===== config.mk =====
export PLATFORM = sky130hd
export DESIGN_NAME = abiu_top
export DESIGN_NICKNAME = d
export VERILOG_FILES = /design/src/rtl/abiu_pkg.sv /design/src/rtl/abiu_top.sv
export SDC_FILE = /design/constraint.sdc
export NUM_CORES = 1
export LEC_CHECK = 0
export BUFFER_PORTS_ARGS = -buffer_cell sky130_fd_sc_hd__buf_4
export CORE_AREA = 2 2 355 357
export CTS_CLUSTER_SIZE = 24
export DETAILED_ROUTE_END_ITERATION = 10
export DIE_AREA = 0 0 357 359
export PLACE_DENSITY_LB_ADDON = 0.08
export SLEW_MARGIN = 20
export SYNTH_ARGS = -nofsm -noshare
export SYNTH_HDL_FRONTEND = slang
export SYNTH_SLANG_ARGS = --single-unit

===== constraint.sdc =====
create_clock -name CLK_I -period 54 [get_ports CLK_I]
set_input_delay 5.4 -clock CLK_I [delete_from_list [all_inputs] [get_ports CLK_I]]
set_output_delay 5.4 -clock CLK_I [all_outputs]
set_load 0.02 [all_outputs]

===== src/rtl/abiu_pkg.sv =====
// constants for the array bus interface unit
package abiu_pkg;
    localparam int SB_DW = 64;
    localparam int LINE_W = 256;
    localparam int ADDR_W = 32;
    localparam int LINE_LO = 5;
    localparam int WSEL_LO = 3;
    localparam int MID_W = 2;
    localparam logic [7:0] REG_CTRL = 8'h00;
    localparam logic [7:0] REG_STAT = 8'h04;
    localparam logic [7:0] REG_PFCMD = 8'h08;
    localparam int C_PF_EN = 0;
    localparam int C_AUTO = 1;
    localparam int C_INSTR = 2;
    localparam int C_DATA = 3;
    localparam int C_MRESTR = 4;
    localparam int C_MID_LO = 8;
    localparam int C_INVAL = 16;
    localparam logic [31:0] CTRL_RST = 32'h0000_0000;
    localparam logic [31:0] CTRL_MASK = 32'h0000_031F;
    typedef enum logic [1:0] {
        ST_IDLE = 2'b00,
        ST_DEM = 2'b01,
        ST_FWD = 2'b11,
        ST_PREF = 2'b10
    } abiu_state_e;
endpackage


===== src/rtl/abiu_top.sv =====
// array bus interface unit with two line prefetch buffers
//
// Added by the designer: the APB register port and the register addresses.
`timescale 1ns/10ps
`default_nettype none
module abiu_top #(
    parameter int AW = abiu_pkg::ADDR_W,
    parameter int DW = abiu_pkg::SB_DW,
    parameter int LW = abiu_pkg::LINE_W,
    parameter int MW = abiu_pkg::MID_W
) (
    input wire logic CLK_I,
    input wire logic SYS_RST_I,
    input wire logic SB_REQ_I,
    input wire logic [AW-1:0] SB_ADDR_I,
    input wire logic [MW-1:0] SB_MASTER_I,
    input wire logic SB_INSTR_I,
    output logic SB_READY_O,
    output logic SB_ACK_O,
    output logic [DW-1:0] SB_RDATA_O,
    output logic AR_REQ_O,
    output logic [AW-1:0] AR_ADDR_O,
    input wire logic AR_VALID_I,
    input wire logic [LW-1:0] AR_DATA_I,
    input wire logic ARR_CHG_I,
    input wire logic PSEL_I,
    input wire logic PENABLE_I,
    input wire logic PWRITE_I,
    input wire logic [7:0] PADDR_I,
    input wire logic [31:0] PWDATA_I,
    output logic [31:0] PRDATA_O,
    output logic PREADY_O,
    output logic PSLVERR_O
);
    localparam int TW = AW - abiu_pkg::LINE_LO;
    localparam int WSW = abiu_pkg::LINE_LO - abiu_pkg::WSEL_LO;

    abiu_pkg::abiu_state_e state;
    logic [TW-1:0] tag_q [2];
    logic [LW-1:0] line_q [2];
    logic [1:0] bvalid;
    logic lru;
    logic discard;
    logic [31:0] ctrl;
    logic pend;
    logic [TW-1:0] pf_tag;
    logic [WSW-1:0] dem_wsel;
    logic [DW-1:0] hold;

    logic [TW-1:0] req_tag;
    logic [WSW-1:0] req_wsel;
    logic accept;
    logic hit0;
    logic hit1;
    logic hit;
    logic hit_idx;
    logic victim;
    logic fill;
    logic in_flight;
    logic apb_wr;
    logic inval;
    logic trig;
    logic nxt_present;
    logic [TW-1:0] nxt_tag;
    logic man_pf;
    logic issue_pf;

    function automatic logic [DW-1:0] pick(input logic [LW-1:0] ln,
                                           input logic [WSW-1:0] w);
        pick = ln[w*DW +: DW];
    endfunction

    assign req_tag = SB_ADDR_I[AW-1:abiu_pkg::LINE_LO];
    assign req_wsel = SB_ADDR_I[abiu_pkg::LINE_LO-1:abiu_pkg::WSEL_LO];
    assign SB_READY_O = (state == abiu_pkg::ST_IDLE);
    assign accept = SB_REQ_I && SB_READY_O;
    assign hit0 = bvalid[0] && (tag_q[0] == req_tag);
    assign hit1 = bvalid[1] && (tag_q[1] == req_tag);
    assign hit = hit0 || hit1;
    assign hit_idx = hit1 && !hit0;
    // empty buffer first, else least recently used
    assign victim = !bvalid[0] ? 1'b0 : (!bvalid[1] ? 1'b1 : lru);
    assign in_flight = (state == abiu_pkg::ST_DEM) ||
                       (state == abiu_pkg::ST_PREF);
    assign fill = AR_VALID_I && in_flight;
    assign apb_wr = PSEL_I && PENABLE_I && PWRITE_I;
    assign inval = ARR_CHG_I || (apb_wr && (PADDR_I == abiu_pkg::REG_CTRL)
                                 && PWDATA_I[abiu_pkg::C_INVAL]);

    // prefetch trigger from the access just taken
    assign nxt_tag = req_tag + TW'(1);
    assign nxt_present = (bvalid[0] && (tag_q[0] == nxt_tag)) ||
                         (bvalid[1] && (tag_q[1] == nxt_tag));
    assign trig = accept && ctrl[abiu_pkg::C_PF_EN] &&
                  ctrl[abiu_pkg::C_AUTO] &&
                  (!ctrl[abiu_pkg::C_MRESTR] ||
                   (SB_MASTER_I == ctrl[abiu_pkg::C_MID_LO +: MW])) &&
                  (SB_INSTR_I ? ctrl[abiu_pkg::C_INSTR] :
                   ctrl[abiu_pkg::C_DATA]) &&
                  !nxt_present;
    assign man_pf = apb_wr && (PADDR_I == abiu_pkg::REG_PFCMD) &&
                    ctrl[abiu_pkg::C_PF_EN];
    assign issue_pf = (state == abiu_pkg::ST_IDLE) && !accept && pend;

    // control register
    always_ff @(posedge CLK_I)
    begin
        if (SYS_RST_I)
        begin
            ctrl <= abiu_pkg::CTRL_RST;
        end
        else if (apb_wr && (PADDR_I == abiu_pkg::REG_CTRL))
        begin
            ctrl <= PWDATA_I & abiu_pkg::CTRL_MASK;
        end
    end

    // pending prefetch; a new trigger wins over the clear at issue
    always_ff @(posedge CLK_I)
    begin
        if (SYS_RST_I)
        begin
            pend <= 1'b0;
            pf_tag <= '0;
        end
        else if (trig)
        begin
            pend <= 1'b1;
            pf_tag <= nxt_tag;
        end
        else if (man_pf)
        begin
            pend <= 1'b1;
            pf_tag <= PWDATA_I[AW-1:abiu_pkg::LINE_LO];
        end
        else if (issue_pf || inval)
        begin
            pend <= 1'b0;
        end
    end

    // sequencer
    always_ff @(posedge CLK_I)
    begin
        if (SYS_RST_I)
        begin
            state <= abiu_pkg::ST_IDLE;
            AR_REQ_O <= 1'b0;
            AR_ADDR_O <= '0;
            dem_wsel <= '0;
        end
        else
        begin
            AR_REQ_O <= 1'b0;
            case (state)
                abiu_pkg::ST_IDLE:
                begin
                    if (accept && !hit)
                    begin
                        state <= abiu_pkg::ST_DEM;
                        AR_REQ_O <= 1'b1;
                        AR_ADDR_O <= {req_tag, {abiu_pkg::LINE_LO{1'b0}}};
                        dem_wsel <= req_wsel;
                    end
                    else if (issue_pf)
                    begin
                        state <= abiu_pkg::ST_PREF;
                        AR_REQ_O <= 1'b1;
                        AR_ADDR_O <= {pf_tag, {abiu_pkg::LINE_LO{1'b0}}};
                    end
                end
                abiu_pkg::ST_DEM:
                begin
                    if (AR_VALID_I)
                    begin
                        state <= abiu_pkg::ST_FWD;
                    end
                end
                abiu_pkg::ST_FWD:
                begin
                    state <= abiu_pkg::ST_IDLE;
                end
                abiu_pkg::ST_PREF:
                begin
                    if (AR_VALID_I)
                    begin
                        state <= abiu_pkg::ST_IDLE;
                    end
                end
                default:
                begin
                    state <= abiu_pkg::ST_IDLE;
                end
            endcase
        end
    end

    // read answer to the system bus
    always_ff @(posedge CLK_I)
    begin
        if (SYS_RST_I)
        begin
            SB_ACK_O <= 1'b0;
            SB_RDATA_O <= '0;
            hold <= '0;
        end
        else
        begin
            SB_ACK_O <= 1'b0;
            if (accept && hit)
            begin
                SB_ACK_O <= 1'b1;
                SB_RDATA_O <= pick(line_q[hit_idx], req_wsel);
            end
            else if (state == abiu_pkg::ST_DEM && AR_VALID_I)
            begin
                hold <= pick(AR_DATA_I, dem_wsel);
            end
            else if (state == abiu_pkg::ST_FWD)
            begin
                SB_ACK_O <= 1'b1;
                SB_RDATA_O <= hold;
            end
        end
    end

    // fetch in flight at invalidation is dropped when it lands
    always_ff @(posedge CLK_I)
    begin
        if (SYS_RST_I)
        begin
            discard <= 1'b0;
        end
        else if (inval && in_flight && !AR_VALID_I)
        begin
            discard <= 1'b1;
        end
        else if (fill)
        begin
            discard <= 1'b0;
        end
    end

    // prefetch buffers, replacement order and invalidation
    always_ff @(posedge CLK_I)
    begin
        if (SYS_RST_I)
        begin
            bvalid <= 2'b00;
            lru <= 1'b0;
            tag_q[0] <= '0;
            tag_q[1] <= '0;
            line_q[0] <= '0;
            line_q[1] <= '0;
        end
        else if (inval)
        begin
            bvalid <= 2'b00;
        end
        else
        begin
            if (fill)
            begin
                if (!discard)
                begin
                    tag_q[victim] <= AR_ADDR_O[AW-1:abiu_pkg::LINE_LO];
                    line_q[victim] <= AR_DATA_I;
                    bvalid[victim] <= 1'b1;
                    lru <= ~victim;
                end
            end
            else if (accept && hit)
            begin
                lru <= ~hit_idx;
            end
        end
    end

    // register read port
    assign PREADY_O = 1'b1;
    always_comb
    begin
        PRDATA_O = 32'h0000_0000;
        PSLVERR_O = 1'b0;
        case (PADDR_I)
            abiu_pkg::REG_CTRL: PRDATA_O = ctrl;
            abiu_pkg::REG_STAT: PRDATA_O = 32'({state, pend, lru, bvalid});
            abiu_pkg::REG_PFCMD:
                PRDATA_O = {pf_tag, {abiu_pkg::LINE_LO{1'b0}}};
            default: PSLVERR_O = PSEL_I && PENABLE_I;
        endcase
    end
endmodule
`default_nettype wire


==> flow_summary.json <==
{
  "cts_tree": "yes",
  "clock-root-buffer": "clkbuf_16",
  "vias": 24690,
  "cts_buffers": 96,
  "insertion_delay_ns": 0.67,
  "cp_cell_sequence": "buf_4 > nor4_1 > nand2_1 > nor3b_1 > a22o_1 > buf_4",
  "pre_cts_slack_ns": 41.15,
  "syn_avg_cell_area_um2": 13.00,
  "leakage_nw": 16.80,
  "finalSetupViolations": 0,
  "status": "finished clean",
  "cts_hold_buffers": 0,
  "powerDensity_nw_per_um2": 34.08,
  "ys_seq_area_share_pct": 56.75,
  "fillers": 12260,
  "maxCapViolCount": 0,
  "cts.clk_slew.worst_paths_ns": 0.05,
  "grt_pass1_vias": 26310,
  "slowest_stage": "nor3b_1",
  "hold_viol_final": 0,
  "cp-end-kind": "primary output",
  "area_growth_pct": 22.16,
  "synth_ff_type": "edfxtp_1",
  "cp.required_ns": 48.60,
  "synth_edf_count": 566,
  "drive_above_1_share_pct": 26.36,
  "ant_nets": 0,
  "grt_overflow": 0,
  "fin_tns_setup_ns": 0,
  "gp_congestion": 0.8796,
  "synth_cells": 2847,
  "crit_path_start_kind": "input pin",
  "hold_class": "reg2reg",
  "ys_seq_elements": 766,
  "clock-sinks": 766,
  "cts_setup_buffers": 0,
  "grt_max_degree": 161,
  "die_x_um": 357,
  "via_per_inst": 4.986,
  "maxSlewViolCount": 0,
  "drc_errors": 0,
  "wire_per_inst_um": 24.68,
  "synth_area_um2": 37010,
  "rsz0062_at_grt": "false",
  "drt_iter0_markers": 1555,
  "dieArea_um2": 128200,
  "arrival_ns": 7.47,
  "cp_max_fo": 6,
  "crit_family": "simple AND/OR/NAND/NOR gates",
  "yosysWarnings": 0,
  "die_y_um": 359,
  "track_usage_pct": 18.87,
  "rows": 130,
  "grt_pass1_wl_um": 179500,
  "cp_num_buf_inv": 2,
  "timing.critical_path.mode_cell": "buf_4",
  "hpwl_um": 75660,
  "antenna_found_initial": 23,
  "portBuffers": 462,
  "firstDrtPassIters": 5,
  "coreArea_um2": 124600,
  "path_class": "in2out",
  "synthDistinctLibCells": 72,
  "max-vdd-ir-drop_uv": 27.75,
  "worstMarginPinSlew_ns": 1.082,
  "worst_slack_ns": 41.13,
  "cts-resized-gates": 0,
  "slew-limit-headroom_pct": 27.73,
  "finClkSkew_ns": 0.02621,
  "start_util_pct": 29.70,
  "async_flop_share_pct": 0,
  "max_freq_mhz": 77.70,
  "critPathMaxStageDelay_ns": 0.91,
  "finalNetCount": 3558,
  "wirelength_um": 122200,
  "min_period_over_period_pct": 23.83,
  "period_needed_ns": 12.87,
  "cts_max_level": 3,
  "io_pins": 472,
  "hold_slack_ns": 0.4532,
  "clk_path_buf_depth": 3
}
[worst reg2reg max path: stages, from the launching register on]
cell and delay [ns]:
edfxtp_1 0.39, xnor2_1 0.53, nand2_1 0.09, or4_1 0.50, nor3_1 0.29, a31o_4 0.68
buf_4 0.83, buf_4 0.83, mux4_2 0.66, mux2i_1 0.15, a211oi_1 0.09
[kinds of logic after synthesis]
group	Yosys count	share of synthesized area (%)
AOI/OAI and AO/OA	349	6.319
xor gates and xnor gates	101	2.390
adders and majority gates	5	0.1691
buffers and inverters	247	2.715
DFF	766	56.75
muxes	326	15.32
other	2	0.02029
and+or+nand+nor	1051	16.32
[routing by layer]
layer / part of all wire, % / vias up / wire [µm] / global-route usage (%)
met4: 1.8 / 34 / 2241 / 4.029
met2: 50 / 595 / 61100 / 32.53
met5: 0.18 / - / 219 / 0
li1: - / 11290 / - / -
met1: 42 / 12610 / 51040 / 23.64
met3: 6.2 / 165 / 7602 / 4.924
[metrics by stage]
stage / power, mW / cell area (µm²) / instances / util, %
after floorplan: 0.8384 / 37020 / 2851 / -
after global placement: 0.9211 / 41990 / 4763 / 33.70
after detailed placement: 0.9263 / 41990 / 4763 / 33.70
after CTS: 1.565 / 45110 / 4944 / 36.20
after global routing: 1.607 / 45200 / 4950 / 36.28
final: 1.541 / 45200 / 4952 / 36.28
[layout by cell type (no fill, tap or decap), types with 77 or more instances in the layout]
cell type / instances
a211oi_1: 160
a21oi_1: 101
and2_1: 593
buf_4: 492
clkbuf_16: 98
dfxtp_1: 198
edfxtp_1: 566
mux2i_1: 132
mux4_2: 192
nand2_1: 183
xnor2_1: 77
[final timing paths]
check | startpoint | end | slack, ns | cells past startpoint
hold / removal | hold[30] | hold[30] | 0.45 | 2
setup / recovery | PADDR_I[7] | PRDATA_O[5] | 41.13 | 6
hold reg to reg | hold[30] | hold[30] | 0.45 | 2
setup reg to reg | tag_q[0][13] | SB_RDATA_O[30] | 48.79 | 10
[power by group]
| part | internal (mW) | switching [mW] |
|---|---|---|
| Sequential | 0.677 | 0.0221 |
| Combinational | 0.0854 | 0.125 |
| Clock | 0.374 | 0.257 |
[synthesized netlist by cell type (all sizes together), types with 4 or more instances]
cell / count / area [µm²]
dfxtp: 200 / 4004
and3: 9 / 56.30
nand2: 184 / 690.7
nand4: 34 / 225.2
and2: 596 / 3731
o31ai: 7 / 67.57
nor3b: 7 / 52.55
xnor2: 77 / 674.4
nor2: 64 / 250.2
nor2b: 71 / 444.2
o21ai: 33 / 165.2
ha: 5 / 62.56
buf: 58 / 295.3
nand2b: 5 / 31.28
a211oi: 162 / 1221
inv: 11 / 41.29
edfxtp: 566 / 17000
o31a: 4 / 35.03
a22o: 9 / 78.83
clkbuf: 178 / 668.1
nor4: 19 / 140.1
mux4: 192 / 4324
nand3: 20 / 110.1
and4: 4 / 35.03
nor4b: 7 / 61.31
a21oi: 102 / 510.5
mux2i: 132 / 1321
or4: 7 / 56.30
xor2: 24 / 210.2
nor3: 12 / 65.06
a31oi: 7 / 43.79
[sequential cells by signal (all words and copies together) (netlist names)]
register    cells
pf_tag         27
AR_ADDR_O      27
SB_RDATA_O     64
dem_wsel        2
bvalid          2
tag_q          54
ctrl            7
discard         1
pend            1
lru             1
line_q        512
hold           64
AR_REQ_O        1
state           2
SB_ACK_O        1
[final cells by class]
type | count | area, µm² | area share [%]
inverter | 11 | 41.29 | 0.09134
multi-input combinational | 1838 | 15100 | 33.39
timing repair buffer | 501 | 3870 | 8.561
clock buffer | 155 | 2877 | 6.363
sequential | 766 | 21010 | 46.47
tap | 1650 | 2064 | 4.567
clock inverter | 26 | 236.5 | 0.5231
antenna | 5 | 12.51 | 0.02768
Power figures use the tool's default switching activity.
